File: src/common/ftp_map.svh
// Register address, field positions, reset values and timing counts
// for the flash timing prescaler control block.
// Included by bare name; definitions only.
`ifndef FTP_MAP_SVH
`define FTP_MAP_SVH

// ==================================================================
// Register map
`define FTP_REG_ADDR        8'hB6
`define FTP_REG_RESET       8'h8F
`define FTP_BIT_ONE_SHOT    7
`define FTP_BIT_READ_ALWAYS 6
`define FTP_DIV_MSB         3
`define FTP_DIV_LSB         0
`define FTP_RSVD_MASK       8'h30

// ==================================================================
// Prescaler codes
`define FTP_CODE_OFF        4'hF
`define FTP_CODE_MAX        4'hA
`define FTP_CNT_W           11

// ==================================================================
// Timing
`define FTP_CLK_KHZ         20000
`define FTP_ONESHOT_NS      100
`define FTP_ONESHOT_CYC     ((`FTP_ONESHOT_NS * `FTP_CLK_KHZ + 999999) / 1000000)
`define FTP_WRITE_TICKS     8'h02
`define FTP_ERASE_TICKS     8'h0A

`endif

File: src/common/ftp_pkg.sv
// Types shared by the flash timing prescaler control block.
// Assumes ftp_map.svh is on the include path.
`default_nettype none
package ftp_pkg;
	typedef logic [3:0] ftp_code_t;
	typedef logic [7:0] ftp_byte_t;
	typedef enum logic [1:0] {
		FTP_IDLE = 2'b00,
		FTP_BUSY = 2'b01,
		FTP_DONE = 2'b10
	} ftp_op_state_t;
endpackage
`default_nettype wire

File: src/common/ftp_tick_if.sv
// Link between the control register logic and its prescaler.
// Assumes both ends share clk and rstn.
`timescale 1ns/1ps
`default_nettype none
interface ftp_tick_if;
	import ftp_pkg::*;
	ftp_code_t code;
	logic      tick;
	modport ctrl (output code, input tick);
	modport pre  (input code, output tick);
endinterface
`default_nettype wire

File: src/ftp_timing_ctrl.sv
// Flash timing control register with write/erase sequencer and read
// timing. Assumes the core's special-function bus and the flash array
// run on clk; all inputs are synchronous to it.
`timescale 1ns/1ps
`default_nettype none
`include "ftp_map.svh"
module ftp_timing_ctrl
	import ftp_pkg::*;
(
	input  wire logic       clk,
	input  wire logic       rstn,
	input  wire logic [7:0] sfr_addr,
	input  wire logic       sfr_wr,
	input  wire logic       sfr_rd,
	input  wire logic [7:0] sfr_wdata,
	output var  logic [7:0] sfr_rdata,
	input  wire logic       program_store_write_allow,
	input  wire logic       program_store_erase_allow,
	input  wire logic       flash_op_req,
	input  wire logic       flash_op_erase,
	output var  logic       flash_op_ack,
	output var  logic       flash_op_busy,
	output var  logic       flash_op_done,
	output var  logic       flash_hv_on,
	input  wire logic       flash_read_req,
	output var  logic       flash_read_en,
	output var  logic       one_shot_timer_on,
	output var  logic       read_always_on,
	output var  logic [3:0] write_erase_clock_divider,
	output var  logic       write_erase_blocked
);
	localparam logic [7:0] ONESHOT_CYC = 8'(`FTP_ONESHOT_CYC);

	ftp_tick_if    tif ();
	ftp_byte_t     ctl_r;
	ftp_op_state_t st_r;
	ftp_op_state_t st_nxt;
	logic [7:0]    ticks_r;
	logic [7:0]    os_cnt_r;
	logic          hit;
	logic          allow;
	logic          blocked;

	// ==================================================================
	// Register
	assign hit = (sfr_addr == `FTP_REG_ADDR);

	always_ff @(posedge clk or negedge rstn) begin
		if (!rstn) begin
			ctl_r <= `FTP_REG_RESET;
		end else if (sfr_wr && hit) begin
			ctl_r <= sfr_wdata & ~`FTP_RSVD_MASK;
		end
	end

	always_ff @(posedge clk or negedge rstn) begin
		if (!rstn) begin
			sfr_rdata <= 8'h00;
		end else if (sfr_rd && hit) begin
			sfr_rdata <= ctl_r & ~`FTP_RSVD_MASK;
		end else begin
			sfr_rdata <= 8'h00;
		end
	end

	assign one_shot_timer_on         = ctl_r[`FTP_BIT_ONE_SHOT];
	assign read_always_on            = ctl_r[`FTP_BIT_READ_ALWAYS];
	assign write_erase_clock_divider = ctl_r[`FTP_DIV_MSB:`FTP_DIV_LSB];
	assign blocked                   = (write_erase_clock_divider == `FTP_CODE_OFF);
	assign write_erase_blocked       = blocked;

	// ==================================================================
	// Prescaler
	assign tif.code = write_erase_clock_divider;

	ftp_prescale u_pre (
		.clk  (clk),
		.rstn (rstn),
		.tif  (tif)
	);

	// ==================================================================
	// Write/erase sequencer
	assign allow = !blocked && (flash_op_erase ? program_store_erase_allow
		: program_store_write_allow);
	assign flash_op_ack  = (st_r == FTP_IDLE) && flash_op_req && allow;
	assign flash_op_busy = (st_r == FTP_BUSY);

	always_comb begin
		st_nxt = st_r;
		unique case (st_r)
			FTP_IDLE: begin
				if (flash_op_ack) begin
					st_nxt = FTP_BUSY;
				end
			end
			FTP_BUSY: begin
				if (blocked) begin
					st_nxt = FTP_IDLE;
				end else if (tif.tick && ticks_r == 8'h01) begin
					st_nxt = FTP_DONE;
				end
			end
			FTP_DONE: begin
				st_nxt = FTP_IDLE;
			end
			default: begin
				st_nxt = FTP_IDLE;
			end
		endcase
	end

	always_ff @(posedge clk or negedge rstn) begin
		if (!rstn) begin
			st_r <= FTP_IDLE;
		end else begin
			st_r <= st_nxt;
		end
	end

	// High-voltage pulse length is a count of prescaled ticks
	always_ff @(posedge clk or negedge rstn) begin
		if (!rstn) begin
			ticks_r <= 8'h00;
		end else if (flash_op_ack) begin
			ticks_r <= flash_op_erase ? `FTP_ERASE_TICKS : `FTP_WRITE_TICKS;
		end else if (st_r == FTP_BUSY && tif.tick && ticks_r != 8'h00) begin
			ticks_r <= ticks_r - 8'h01;
		end
	end

	always_ff @(posedge clk or negedge rstn) begin
		if (!rstn) begin
			flash_hv_on   <= 1'b0;
			flash_op_done <= 1'b0;
		end else begin
			flash_hv_on   <= (st_nxt == FTP_BUSY);
			flash_op_done <= (st_nxt == FTP_DONE);
		end
	end

	// ==================================================================
	// Read timing
	always_ff @(posedge clk or negedge rstn) begin
		if (!rstn) begin
			os_cnt_r <= 8'h00;
		end else if (flash_read_req && one_shot_timer_on) begin
			os_cnt_r <= ONESHOT_CYC;
		end else if (os_cnt_r != 8'h00) begin
			os_cnt_r <= os_cnt_r - 8'h01;
		end
	end

	// Without the one-shot the array is enabled for the whole request
	always_ff @(posedge clk or negedge rstn) begin
		if (!rstn) begin
			flash_read_en <= 1'b0;
		end else if (read_always_on) begin
			flash_read_en <= 1'b1;
		end else if (one_shot_timer_on) begin
			flash_read_en <= flash_read_req || (os_cnt_r > 8'h01);
		end else begin
			flash_read_en <= flash_read_req;
		end
	end
endmodule
`default_nettype wire

File: src/ftp_prescale.sv
// Write/erase timebase: one tick every 2**code system clocks for codes 0 to 10; codes 11 to 14 give one every 2048.
// Assumes code is steady except for register writes; all ones stops it.
`timescale 1ns/1ps
`default_nettype none
`include "ftp_map.svh"
module ftp_prescale
	import ftp_pkg::*;
(
	input  wire logic clk,
	input  wire logic rstn,
	ftp_tick_if.pre   tif
);
	logic [`FTP_CNT_W-1:0] cnt_r;
	logic [`FTP_CNT_W-1:0] limit;
	logic                  run;

	// ==================================================================
	// Divider
	assign run   = (tif.code != `FTP_CODE_OFF);
	assign limit = (tif.code > `FTP_CODE_MAX) ? {`FTP_CNT_W{1'b1}}
		: (`FTP_CNT_W'(1) << tif.code) - `FTP_CNT_W'(1);

	always_ff @(posedge clk or negedge rstn) begin
		if (!rstn) begin
			cnt_r <= '0;
		end else if (!run || cnt_r >= limit) begin
			cnt_r <= '0;
		end else begin
			cnt_r <= cnt_r + `FTP_CNT_W'(1);
		end
	end

	always_ff @(posedge clk or negedge rstn) begin
		if (!rstn) begin
			tif.tick <= 1'b0;
		end else begin
			tif.tick <= run && (cnt_r >= limit);
		end
	end
endmodule
`default_nettype wire

File: config.mk
export PLATFORM = sky130hd
export DESIGN_NAME = ftp_timing_ctrl
export DESIGN_NICKNAME = d
export VERILOG_FILES = /design/src/common/ftp_pkg.sv /design/src/common/ftp_tick_if.sv /design/src/ftp_timing_ctrl.sv /design/src/ftp_prescale.sv
export VERILOG_INCLUDE_DIRS = /design/src /design/src/common
export SDC_FILE = /design/constraint.sdc
export NUM_CORES = 1
export LEC_CHECK = 0
export BUFFER_PORTS_ARGS = -buffer_cell sky130_fd_sc_hd__buf_2
export CAP_MARGIN = 40
export CELL_PAD_IN_SITES_DETAIL_PLACEMENT = 2
export CELL_PAD_IN_SITES_GLOBAL_PLACEMENT = 2
export CORE_ASPECT_RATIO = 0.8
export CORE_UTILIZATION = 37
export DETAILED_ROUTE_END_ITERATION = 8
export GPL_TIMING_DRIVEN = 0
export PLACE_DENSITY = 0.92
export SLEW_MARGIN = 20
export SYNTH_ARGS = -nofsm -noshare
export SYNTH_HDL_FRONTEND = slang
export SYNTH_SLANG_ARGS = --single-unit
File: constraint.sdc
create_clock -name clk -period 8.36 [get_ports clk]
set_input_delay 0.836 -clock clk [delete_from_list [all_inputs] [get_ports clk]]
set_output_delay 0.836 -clock clk [all_outputs]
set_load 0.1 [all_outputs]
### Word-level counts from Yosys, hierarchy flattened

Index checks and enable logic that the tools add are counted.

* add/sub/neg operators: 4
* $mul: 0
* divide/modulo/power cells: 0
* $lt $le $gt $ge: 3
* eq/ne operators: 7
* shift operators: 1
* mux-type cells: 15
* bitwise operators: 0
* reductions and logical operators: 19

Operators with widths (number)
* $mux 8: 5
* $mux 11: 2
* $reduce_bool 8->1: 2
* $sub 8x1->8 const B: 2
* $add 11x1->11 const B: 1
* $ge 11x11->1: 1
* $shl 1x4->11 const A: 1
* $sub 11x1->11 const B: 1
* $logic_and 1x1->1: 10
* $eq 8x1->1 const B: 1
* $eq 8x8->1 const B: 1
* $gt 8x1->1 const B: 1
* $mux 2: 3
* $eq 2x1->1 const B: 2
* $eq 4x4->1 const B: 1
* $gt 4x4->1 const B: 1
* $mux 4: 1
* $ne 4x4->1 const B: 1
* $pmux 2 s2: 1
* $reduce_bool 2->1: 2
* $mux 1: 3
* $eq 2x2->1 const B: 1
* $logic_not 1->1: 2
* $logic_not 2->1: 1
* $logic_or 1x1->1: 2

* register bits: 47
* latch bits: 0
* memory bits (writable): 0
* memory bits (read-only): 0
* input bits: 25
* output and inout bits: 20
* memories: 0

### Longest topological paths before layout

Gate-level depths: netlist of run 1.

* word-level depth: 7
* mapped depth: 14
* depth with buffers taken out: 11

### Modules after synthesis

From an unflattened synthesis of run 1, not the netlist that was laid out.

* cell total of the unflattened synthesis: 273
* area total of the unflattened synthesis: 2710.1 um^2

Modules (own cells, without submodules)
* ftp_timing_ctrl: times used 1, cells an instance 147, area each 1575.3 um^2, seq. area each 832.0 um^2
* ftp_prescale: times used 1, cells an instance 126, area each 1134.8 um^2, seq. area each 300.3 um^2

### Worst setup path before layout of run 1

OpenSTA, ideal clock, no wires.

* path kind: register to register
* start: reg ctl_r[2]
* end: reg u_pre.cnt_r[2]
* library setup time: 0.086 ns
* arrival time: 3.266 ns
* data required time: 8.274 ns
* setup slack: 5.008 ns
* stages on the path, launching flop included: 14
* path buffers: 3
* period minus slack after synthesis: 3.352 ns
* cells stage by stage: dfstp_2 clkbuf_1 nor2_1 nand3_1 ha_1 clkbuf_1 o32a_1 o32ai_1 ha_1 a211o_1 a31oi_1 o31ai_1 clkbuf_1 nor3_1

* word-level cells in the longest chain between the ends: 6
* elaborated cells on any way between the ends: 9

Ends and longest elaborated chain
* start, declared: RTL line ftp_timing_ctrl.sv:35 `ftp_byte_t ctl_r;`
* start signal, assigned: RTL line ftp_timing_ctrl.sv:50 `` ctl_r <= `FTP_REG_RESET; ``
* start signal, assigned: RTL line ftp_timing_ctrl.sv:52 `` ctl_r <= sfr_wdata & ~`FTP_RSVD_MASK; ``
* $shl 1x4->11 (no line)
* $sub 11x1->11: RTL line ftp_prescale.sv:21 `` : (`FTP_CNT_W'(1) << tif.code) - `FTP_CNT_W'(1); ``
* $mux 11: RTL line ftp_prescale.sv:20 `` assign limit = (tif.code > `FTP_CODE_MAX) ? {`FTP_CNT_W{1'b1}} ``
* $ge 11x11->1: RTL line ftp_prescale.sv:26 `end else if (!run || cnt_r >= limit) begin`
* $logic_or 1x1->1 (*): RTL line ftp_prescale.sv:26
* $mux 11 (*): RTL line ftp_prescale.sv:26
* end signal, assigned: RTL line ftp_prescale.sv:29 `` cnt_r <= cnt_r + `FTP_CNT_W'(1); ``
* end, declared: RTL line ftp_prescale.sv:13 `` logic [`FTP_CNT_W-1:0] cnt_r; ``

Every way passes the cells marked *; elsewhere a longest branch is shown, timed or not.
A chain may end at the register's enable or synchronous reset.

### Final worst setup path of run 1

* start: reg ctl_r[3]
* end: reg u_pre.cnt_r[3]

The elaborated chain is that of the path after synthesis.

==> summary.md, run 1 <==
| Metric | Value |
|---|---|
| Run status | complete, no violations |
| DP Worst Slack | 4.64 ns |
| Crit path required time | 8.58 ns |
| CTS Buf Count | 5 |
| Synth Area in Simple Gates | 0.215 |
| CTS clk-pin slew, worst paths | 0.09 ns |
| Starting Density | 0.394 |
| XOR/XNOR Fraction of Synth Area | 0.0575 |
| Most used DFF post-synth | dfrtp_1 |
| N_diodes | 0 |
| Asr flop ratio synth | 1.00 |
| Critical path startpoint | ctl_r[3]$_DFFE_PN1P_ |
| Root buffer cell | clkbuf_8 |
| Crit path launch type | flop |
| Mapped cell area | 2590 um2 |
| Post-DP HPWL | 5.88 mm |
| EDFF count, synth | 0 |
| R2r worst-path depth | 13 |
| Multiplexer area fraction after synthesis | 0.0387 |
| Footprint of the multi-input gates | 1350 um2 |
| Setup TNS | 0 ns |
| Worst R2R Setup Slack | 4.54 ns |
| Post-route minimum period | roughly 3.8 ns |
| Largest area contributor in the synthesized netlist | dfrtp_1 |
| Vias/cell | 5.70 |
| Drt initial violations | 74 |
| VDD IR max | 0.102 mV |
| Final Max Tran Viols | 0 |
| Final Hold Viols | 0 |
| First-pass GRT wire length | 13.2 mm |
| Clock Skews | just under 0.01 ns |
| Die Y | 76.8 um |
| Routed vias | 2278 |
| Hold Crit Class | in -> async |
| Final ANT Viol Nets | 0 |
| Kind of critical path | reg -> reg |
| RSZ-0062 raised after global routing | no |
| DR WL/cell | 19.7 um |
| Synth Area in Compound Gates | 0.125 |
| Final Non-Filler Cells | 400 |
| # rows | 26 |
| Crit path max fanout | 10 |
| Placed Instances | between 300 and 400 |
| Fmax achieved | roughly 260 MHz |
| Largest net degree at the start of global routing | 32 |
| Setup violators final | 0 |
| Ranking of synthesized cells by area | dfrtp_1 (39%), ha_1 (8.2%), dfstp_2 (5.1%) |
| Postcts setup bufs | 0 |
| Die area | approximately 7300 um2 |
| Combinational family with the most area after synthesis | simple AND/OR/NAND/NOR gates |
| Core footprint | between 6000 and 7000 um2 |
| Fillers | about 740 |
| DRT Pass-1 Iters | 4 |
| DRC Markers | 0 |
| GRT Resource Usage Total | 0.238 |
| Worst Tran Pin Value | 0.846 ns |
| Routability congestion estimate | 0.775 |
| Clock sink count | 45 |
| CTS tree | yes |
| Setup ws final | 4.54 ns |
| Critical path endpoint category | flop |
| Critical Path Sink | u_pre.cnt_r[3]$_DFF_PN0_ |
| Port bufs | 40 |
| I/O pins | 45 |
| Nets@finish | 357 |
| # hold bufs at CTS | 0 |
| Synth top area share | 0.387 |
| PostCTS Resize Cnt | 0 |
| Die W | 95.5 um |
| # Max-Cap Violations | 0 |
| R2r startpoint | ctl_r[3]$_DFFE_PN1P_ |
| Hold Slack | 0.435 ns |
| Final WL | 7.87 mm |
| Vias in the first global route | about 2500 |
| Power Density | 256 nW/um2 |
| Worst-Skew Late Latency | 0.31 ns |
| Most frequent cell after synthesis | dfrtp_1 |
| Sequential area share after synthesis | 0.438 |
| Leakage | 1.38 nW |
| Cell variety after synth | ~50 |
| Critical Path AT | 4.04 ns |
| Mean post-synth cell area | just under 10 um2 |
| H-tree levels | 2 |
| Ratio of cells with drive above 1 in the final layout | 0.218 |
| Maximum clock path buffer count | 2 |
| Post-synth top cells | dfrtp_1 (40), nor2_1 (27), ha_1 (17), nor3_1 (17), inv_1 (13) |
| Slew headroom | 0.430 |
| Area Overhead vs Synth | 16.2% |
| Yosys reg bits | between 40 and 50 |
| Syn Inst Count | between 200 and 300 |
| Adder-cell share of the synthesized area | 0.0822 |
| FF/Latch Area | approximately 1100 um2 |
| Remaining global-route overflow | 0 |
| Synthesis Warnings | 0 |
| R2R Path End | u_pre.cnt_r[3]$_DFF_PN0_ |
| Crit share post-route | 0.457 |
| Initial antenna violation count | 0 |
[sequential cells by signal (all words and copies together), names as in the netlist]
register / cells
u_pre.tif.tick: 1
flash_op_done: 1
sfr_rdata: 6
u_pre.cnt_r: 11
ticks_r: 8
st_r: 2
os_cnt_r: 8
ctl_r: 6
flash_hv_on: 1
flash_read_en: 1
[worst max-delay path: stages, from the launching register on]
cell	delay [ns]
dfstp_2	0.57
clkbuf_1	0.35
nor2_1	0.17
nand3_1	0.13
ha_1	0.21
clkbuf_1	0.38
o32a_1	0.21
o32ai_1	0.09
ha_1	0.34
a211o_1	0.33
a31oi_1	0.30
o31ai_1	0.15
clkbuf_1	0.27
nor3_1	0.22
[cell type report]
class                           instances  area share
Clock buffer                            5      0.0229
Timing Repair Buffer                   41      0.0732
Clock inverter                          3     0.00749
Sequential cell                        45       0.376
Inverter                               14      0.0175
Tap cell                               84      0.0349
Multi-Input combinational cell        195       0.449
Buffer                                 13      0.0187
[power by group]
part / internal, W / leakage [nW] / switching, W
logic: 0.000115 / 0.778 / 0.000179
registers: 0.000270 / 0.554 / 0.0000652
clock network: 0.0000594 / 0.0481 / 0.0000815
[layout by cell type, fill, tap and decap left out, types with 2 or more instances in the layout]
master / instances
clkinv_4: 2
a21oi_1: 10
ha_1: 17
nand2_1: 7
buf_2: 40
a21o_1: 2
o22ai_1: 2
or3_1: 3
nor3b_1: 2
xnor2_1: 10
nand2b_1: 2
conb_1: 2
o211ai_1: 3
nor3_1: 17
nand4_1: 7
buf_4: 2
and3_1: 11
mux2_2: 8
dfstp_2: 5
clkbuf_8: 5
xor2_1: 7
o31ai_1: 2
o32a_1: 2
clkbuf_1: 10
o21ai_0: 9
a211o_1: 3
inv_1: 13
dfrtp_1: 40
o21a_1: 3
nor2_1: 27
nor4_1: 3
nand3_1: 10
o311ai_0: 2
or4_1: 5
a31oi_1: 2
[how the worst min path moves through the flow]
stage                             startpoint                  endpoint  slack, ns  cells past startpoint
floorplan           u_pre.cnt_r[0]$_DFF_PN0_  u_pre.cnt_r[0]$_DFF_PN0_       0.49                      1
global placement        ctl_r[6]$_DFFE_PN0P_   flash_read_en$_DFF_PN0_       0.51                      1
detailed placement  u_pre.cnt_r[0]$_DFF_PN0_  u_pre.cnt_r[0]$_DFF_PN0_       0.53                      1
CTS                                     rstn    ticks_r[4]$_DFFE_PN0P_       0.43                      1
global route                            rstn    ticks_r[4]$_DFFE_PN0P_       0.45                      1
finish                                  rstn    ticks_r[4]$_DFFE_PN0P_       0.44                      1
[kinds of logic (layout without fill, tap and decap cells)]
group,after synthesis,in the layout
flops,45,45
fa+ha+maj,17,17
simple gates,103,103
mux,9,9
compound gates,47,47
xor+xnor,17,17
buf+inv,27,76
other cells,1,2
[routing by layer]
metal,part of all wire,global-route usage,vias up
met1,0.43,0.297,1172
li1,-,-,1061
met5,0,0,-
met3,0.030,0.0367,9
met4,0.011,0.0657,0
met2,0.53,0.421,36
[stage by stage]
step           total power, W  instance area [um2]   util
2_1_floorplan        0.000532                 2590      -
3_5_place_dp         0.000629                 2920  0.444
6_report             0.000771                 3010  0.458
4_1_cts              0.000780                 3010  0.458
3_3_place_gp         0.000592                 2900  0.441
5_1_grt              0.000831                 3010  0.458
Note: power is estimated with default switching activity, not from simulation.
==> inputs of run 2 (changes only) <==
--- a/config.mk
+++ b/config.mk
@@ -11,10 +11,10 @@
 export CELL_PAD_IN_SITES_DETAIL_PLACEMENT = 2
 export CELL_PAD_IN_SITES_GLOBAL_PLACEMENT = 2
 export CORE_ASPECT_RATIO = 0.8
-export CORE_UTILIZATION = 37
+export CORE_UTILIZATION = 31
 export DETAILED_ROUTE_END_ITERATION = 8
 export GPL_TIMING_DRIVEN = 0
-export PLACE_DENSITY = 0.92
+export PLACE_DENSITY = 0.83
 export SLEW_MARGIN = 20
 export SYNTH_ARGS = -nofsm -noshare
 export SYNTH_HDL_FRONTEND = slang
==> constraint.sdc (replaced) <==
create_clock -name clk -period 3.4 [get_ports clk]
set_input_delay 0.34 -clock clk [delete_from_list [all_inputs] [get_ports clk]]
set_output_delay 0.34 -clock clk [all_outputs]
set_load 0.1 [all_outputs]
==> summary.md, run 2 (synthesis results as in run 1) <==
| Metric | Value |
|---|---|
| Clock sink count | 45 (unchanged) |
| Final Non-Filler Cells | 428 (+7.0%) |
| Drt initial violations | 65 (-12%) |
| Routability congestion estimate | 0.767 (-1.0%) |
| Fmax achieved | 310 MHz (+19%) |
| Metal2 WL | 3.79 mm (-8.3%) |
| Sw Share | 0.401 (-0.0218) |
| Clock Power Share | 0.208 (+0.025) |
| CTS clk-pin slew, worst paths | 0.09 ns (about the same) |
| Starting Density | 0.323 (-0.0711) |
| H-tree levels | 2 (unchanged) |
| CTS Buf Count | 5 (unchanged) |
| # rows | 29 (+12%) |
| CP max stage delay | 0.49 ns (-0.08 ns) |
| Area Overhead vs Synth | 21.3% |
| Die area | 8720 um2 (+19%) |
| Max layer used | met4 |
| Routed vias | 2283 (+0.22%) |
| Port bufs | 40 (unchanged) |
| Comb power frac | 0.382 (about the same) |
| Wl on met1 | 3.50 mm (+2.5%) |
| N_diodes | 0 (unchanged) |
| Crit path max fanout | 10 (unchanged) |
| Nets@finish | 361 (+1.1%) |
| Setup violators final | 0 (unchanged) |
| Final Util | 0.391 (-0.0664) |
| Crit path buf inv count | 3 (unchanged) |
| Ratio of cells with drive above 1 in the final layout | 0.259 (+0.0410) |
| Worst-Skew Late Latency | 0.31 ns (about the same) |
| First-pass GRT wire length | 12.8 mm (-2.6%) |
| VDD IR max | 0.247 mV (+140%) |
| Placed Instances | 416 (+6.1%) |
| Crit-path most repeated cell | buf_2 |
| Largest net degree at the start of global routing | 30 (-6.3%) |
| Switching power | 0.000809 W (+150%) |
| Commonest non-fill, non-tap cell in the layout | buf_2 |
| Crit path launch type | flop |
| Die W | 104 um (+9.1%) |
| I/O pins | 45 (unchanged) |
| Slew headroom | 0.441 (+0.0106) |
| Largest regs | u_pre.cnt_r (11), os_cnt_r (8), ticks_r (8) |
| Clock Skews | 0.0102 ns (+0.000290 ns) |
| Seq pwr share | 0.410 (-0.025) |
| Power Density | 643 nW/um2 (+150%) |
| Total power | 0.00202 W (+160%) |
| Post-DP HPWL | 5.49 mm (-6.7%) |
| Run status | complete, no violations |
| Remaining global-route overflow | 0 (unchanged) |
| Critical path endpoint category | flop |
| # Max-Cap Violations | 0 (unchanged) |
| GRT Resource Usage Total | 0.185 (-0.0529) |
| Int Pwr | 0.00121 W (+170%) |
| CP max-delay cell | or4_1 |
| Final Max Tran Viols | 0 (unchanged) |
| DR WL/cell | 17.7 um (-10%) |
| Core footprint | 8020 um2 (+22%) |
| Vias/cell | 5.33 (-6.3%) |
| Hold Slack | 0.239 ns (-0.197 ns) |
| DRC Markers | 0 (unchanged) |
| Hold Crit Class | in -> reg |
| Root buffer cell | clkbuf_8 |
| Biggest register | u_pre.cnt_r |
| Leakage | 1.44 nW (+4.5%) |
| Crit share post-route | 0.948 (+0.491) |
| Final WL | 7.58 mm (-3.7%) |
| Final ANT Viol Nets | 0 (unchanged) |
| Die Y | 83.7 um (+9.0%) |
| Maximum clock path buffer count | 2 (unchanged) |
| Worst path top cell family by delay | simple AND/OR/NAND/NOR gates |
| DP Worst Slack | -0.349 ns (-4.99 ns) |
| Initial antenna violation count | 0 (unchanged) |
| Post-route minimum period | 3.22 ns (-0.598 ns) |
| DRT Pass-1 Iters | 4 (unchanged) |
| Final Hold Viols | 0 (unchanged) |
| Most frequent cells in the layout | buf_2 (43), dfrtp_1 (40), nor2_1 (26) |
| Vias in the first global route | 2537 (+0.079%) |
| Kind of critical path | reg -> reg |
| Crit path required time | 3.62 ns (-4.96 ns) |
| WL met3 | 241 um (+3.0%) |
| Critical Path AT | 3.44 ns (-0.60 ns) |
| Max FFs per register | 11 (unchanged) |
| Worst Tran Pin Value | 0.830 ns (-0.0158 ns) |
| Setup ws final | 0.178 ns (-4.36 ns) |
| CTS tree | yes |
| Crit path cell chain | buf_2 > or4_1 > ha_2 > buf_2 > nor2_2 > a22oi_1 > o221a_2 > ha_1 > a21oi_1 > o211ai_1 > buf_2 > nor3_1 |
## run 2: changes by cell type in the layout (fill, tap and decap cells not counted), sizes merged
cell / before / now
buf: 44 / 52
bufinv: 0 / 1
clkbuf: 15 / 11
clkinv: 4 / 2
dlygate4sd3: 0 / 1
## run 2: layout make-up
class	count	area, um2
Tap cell	108	135
Inverter	14	52.6
Sequential cell	45	1130
Multi-Input combinational cell	195	1380
Buffer	12	68.8
Clock inverter	2	38.8
Fill cell	879	4880
Timing Repair Buffer	46	258
Clock buffer	6	72.6
## run 2: through the flow
stage               instance area (um2)  setup TNS (ns)
detailed placement                 2950           -2.87
floorplan                          2590               0
global route                       3140          -0.149
global placement                   2930           -1.85
CTS                                3080               0
finish                             3140               0
## run 2: worst paths after layout
check | from | end | slack, ns | cells past startpoint
max reg2reg | ctl_r[2]$_DFFE_PN1P_ | u_pre.cnt_r[5]$_DFF_PN0_ | 0.18 | 12
max | ctl_r[2]$_DFFE_PN1P_ | u_pre.cnt_r[5]$_DFF_PN0_ | 0.18 | 12
min | flash_read_req | flash_read_en$_DFF_PN0_ | 0.24 | 2
max in group asynchronous | rstn | ctl_r[7]$_DFFE_PN1P_ | 2.31 | 3
min in group asynchronous | rstn | ticks_r[2]$_DFFE_PN0P_ | 0.50 | 2
min reg2reg | u_pre.cnt_r[0]$_DFF_PN0_ | u_pre.cnt_r[0]$_DFF_PN0_ | 0.54 | 1
## run 2: power by group through the flow
| stage | logic [W] | clock network (W) | registers [W] |
|---|---|---|---|
| floorplan | 0.000491 | 0 | 0.000816 |
| global placement | 0.000654 | 0 | 0.000813 |
| detailed placement | 0.000699 | 0 | 0.000832 |
| CTS | 0.000728 | 0.000437 | 0.000825 |
| global route | 0.000866 | 0.000454 | 0.000844 |
| finish | 0.000771 | 0.000419 | 0.000826 |
## run 2: worst reg2reg max path, delay by kind of cell (launching register included)
family / cells / cell delay (ns)
AO/OA/AOI/OAI: 4 / 0.79
buffers and inverters: 3 / 0.60
adder cells (fa/ha/maj): 2 / 0.51
AND/OR/NAND/NOR: 3 / 0.83
flip-flops: 1 / 0.40
## run 2: metal layers
| metal | up-vias | global-route usage |
|---|---|---|
| met5 | - | 0 |
| met4 | 0 | 0.0351 |
| met3 | 4 | 0.0453 |
| met2 | 39 | 0.316 |
| met1 | 1163 | 0.239 |
| li1 | 1077 | - |
## run 2: timing repair
item | in CTS | in global routing
resized for setup | 8 | 14
endpoints found under the setup margin | 12 | 10
pin swaps | 0 | 2
setup buffers | 0 | 3
hold buffers | 1 | 0
cloned | 0 | 1
hold endpoints to repair | 12 | 0
==> inputs of run 3 (changes only) <==
==> constraint.sdc (replaced) <==
create_clock -name clk -period 2.9 [get_ports clk]
set_input_delay 0.29 -clock clk [delete_from_list [all_inputs] [get_ports clk]]
set_output_delay 0.29 -clock clk [all_outputs]
set_load 0.1 [all_outputs]
==> summary.md, run 3 (synthesis results as in run 1) <==
| Metric | Value |
|---|---|
| Setup ws final | -0.306 ns (-0.484 ns) |
| Post-route minimum period | 3.21 ns (-0.0161 ns) |
| Leakage | 1.58 nW (+9.5%) |
| H-tree levels | 2 (unchanged) |
| DR WL/cell | 20.5 um (+16%) |
| VDD IR max | 0.302 mV (+22%) |
| Hold Crit Class | in -> reg |
| Failing checks | setup timing |
| Die W | 104 um (unchanged) |
| Post-DP HPWL | 5.78 mm (+5.3%) |
| Final Hold Viols | 0 (unchanged) |
| Vias/cell | 5.31 (-0.41%) |
| Core footprint | 8020 um2 (unchanged) |
| Routed vias | 2364 (+3.5%) |
| # rows | 29 (unchanged) |
| Biggest register | u_pre.cnt_r |
| First-pass GRT wire length | 14.5 mm (+13%) |
| CP max stage delay | 0.52 ns (+0.03 ns) |
| CTS tree | yes |
| Maximum clock path buffer count | 2 (unchanged) |
| I/O pins | 45 (unchanged) |
| Ratio of cells with drive above 1 in the final layout | 0.377 (+0.117) |
| Worst Tran Pin Value | 0.818 ns (-0.0117 ns) |
| Drt initial violations | 61 (-6.2%) |
| Starting Density | 0.323 (unchanged) |
| Fillers | 860 (-2.2%) |
| Die Y | 83.7 um (unchanged) |
| Initial antenna violation count | 0 (unchanged) |
| RSZ-0062 raised after global routing | yes |
| CTS clk-pin slew, worst paths | 0.10 ns (about the same) |
| Die area | 8720 um2 (unchanged) |
| Final WL | 9.12 mm (+20%) |
| Final Max Tran Viols | 0 (unchanged) |
| Crit path max fanout | 5 (-5) |
| Routability congestion estimate | 0.736 (-4.0%) |
| Port bufs | 40 (unchanged) |
| R2r startpoint | ctl_r[2]$_DFFE_PN1P_ |
| Slew headroom | 0.448 (+0.00789) |
| Crit share post-route | 1.11 (+0.158) |
| CTS Buf Count | 5 (unchanged) |
| Power Density | 748 nW/um2 (+16%) |
| N_diodes | 0 (unchanged) |
| Largest regs | u_pre.cnt_r (11), os_cnt_r (8), ticks_r (8) |
| DRT Pass-1 Iters | 4 (unchanged) |
| GRT Resource Usage Total | 0.215 (+0.0298) |
| Vias in the first global route | 2691 (+6.1%) |
| Nets@finish | 378 (+4.7%) |
| Worst-Skew Late Latency | 0.30 ns (about the same) |
| Hold Crit Depth | 2 (unchanged) |
| Root buffer cell | clkbuf_8 |
| Worst hold start | sfr_wdata[6] |
| Clock Skews | 0.00944 ns (-0.000767 ns) |
| Largest net degree at the start of global routing | 27 (-10%) |
| DRC Markers | 0 (unchanged) |
| FF/Latch Area | 1150 um2 (+1.3%) |
| Crit path required time | 3.12 ns (-0.50 ns) |
| Final ANT Viol Nets | 0 (unchanged) |
| Critical path endpoint category | flop |
| R2r worst-path depth | 13 (+1) |
| Final Util | 0.445 (+0.0540) |
| Crit path launch type | flop |
| Footprint of the multi-input gates | 1580 um2 (+15%) |
| Most frequent cells in the layout | dfrtp_1 (40), buf_2 (40), nor2_1 (25) |
| Area Overhead vs Synth | 38.0% |
| Run status | finished with violations |
| Clock sink count | 45 (unchanged) |
| Max FFs per register | 11 (unchanged) |
| Remaining global-route overflow | 0 (unchanged) |
| Crit-path most repeated cell | buf_4 |
| Worst R2R Setup Slack | -0.31 ns (-0.48 ns) |
| DP Worst Slack | -0.321 ns (+0.0282 ns) |
| WHS Endpoint | ctl_r[6]$_DFFE_PN0P_ |
| CP max-delay cell | or4_4 |
| Crit path cell chain | clkbuf_16 > or4_4 > ha_4 > buf_4 > and3_1 > a21oi_2 > o21ai_1 > ha_1 > a21o_1 > a21oi_4 > o211ai_1 > buf_4 > nor3_2 |
| Setup violators final | 12 (+12) |
| R2R Path End | u_pre.cnt_r[7]$_DFF_PN0_ |
| Critical Path AT | 3.43 ns (about the same) |
| # Max-Cap Violations | 0 (unchanged) |
| Fmax achieved | 312 MHz (+0.50%) |
| Kind of critical path | reg -> reg |
## run 3: worst max path at each step
| stage | startpoint | endpoint | slack (ns) | cells past startpoint |
|---|---|---|---|---|
| detailed placement | ctl_r[2]$_DFFE_PN1P_ | u_pre.cnt_r[9]$_DFF_PN0_ | -0.32 | 12 |
| CTS | ctl_r[3]$_DFFE_PN1P_ | u_pre.cnt_r[0]$_DFF_PN0_ | -0.19 | 12 |
| global placement | ctl_r[3]$_DFFE_PN1P_ | u_pre.cnt_r[0]$_DFF_PN0_ | -0.26 | 12 |
| floorplan | ctl_r[3]$_DFFE_PN1P_ | u_pre.cnt_r[0]$_DFF_PN0_ | -0.16 | 12 |
| global route | ctl_r[2]$_DFFE_PN1P_ | u_pre.cnt_r[3]$_DFF_PN0_ | -0.42 | 13 |
| finish | ctl_r[2]$_DFFE_PN1P_ | u_pre.cnt_r[7]$_DFF_PN0_ | -0.31 | 13 |
## run 3: critical path, delay by kind of cell (launching register included)
family	cells	cell delay (ns)
AOI/OAI and AO/OA	5	0.82
DFF	1	0.49
adders and majority gates	2	0.41
buffers and inverters	3	0.51
and+or+nand+nor	3	0.86
## run 3: area by class of cell
type,count,share of cell area
Multi-Input combinational cell,195,0.443
Sequential cell,45,0.321
Timing Repair Buffer,62,0.110
Buffer,13,0.0431
Tap cell,108,0.0378
Clock buffer,7,0.0273
Inverter,14,0.0147
Clock inverter,1,0.00245
## run 3: metal layers
layer | part of all wire | up-vias | wire length [um] | track usage
met3 | 0.018 | 12 | 168 | 0.0422
met4 | 0.014 | 0 | 131 | 0.0610
met2 | 0.53 | 35 | 4830 | 0.390
li1 | - | 1108 | - | -
met5 | 0 | - | 0 | 0
met1 | 0.44 | 1209 | 3990 | 0.258
## run 3: per-stage QoR
stage / TNS [ns] / instances / total power, W / cell area, um2 / hold slack, ns
2_1_floorplan: -1.67 / 267 / 0.00164 / 2740 / -0.00559
3_3_place_gp: -2.72 / 415 / 0.00183 / 3080 / 0.490
3_5_place_dp: -3.46 / 416 / 0.00191 / 3100 / 0.292
4_1_cts: -2.07 / 438 / 0.00256 / 3430 / 0.209
5_1_grt: -4.64 / 445 / 0.00285 / 3570 / 0.210
6_report: -3.45 / 445 / 0.00267 / 3570 / 0.217
## run 3: repair_timing
| item | in CTS | in global routing |
|---|---|---|
| hold endpoints to repair | 15 | 0 |
| cloned | 3 | 0 |
| pin swaps | 7 | 9 |
| hold buffers | 1 | 0 |
| gates resized for setup | 16 | 22 |
| setup buffers | 10 | 7 |
| endpoints found under the setup margin | 12 | 12 |
## run 3: power breakdown
group / leakage, nW / internal [W] / switching, W
Clock: 0.0536 / 0.000225 / 0.000242
Combinational: 0.969 / 0.000576 / 0.000666
Sequential: 0.558 / 0.000779 / 0.000183
Total: 1.58 / 0.00158 / 0.00109
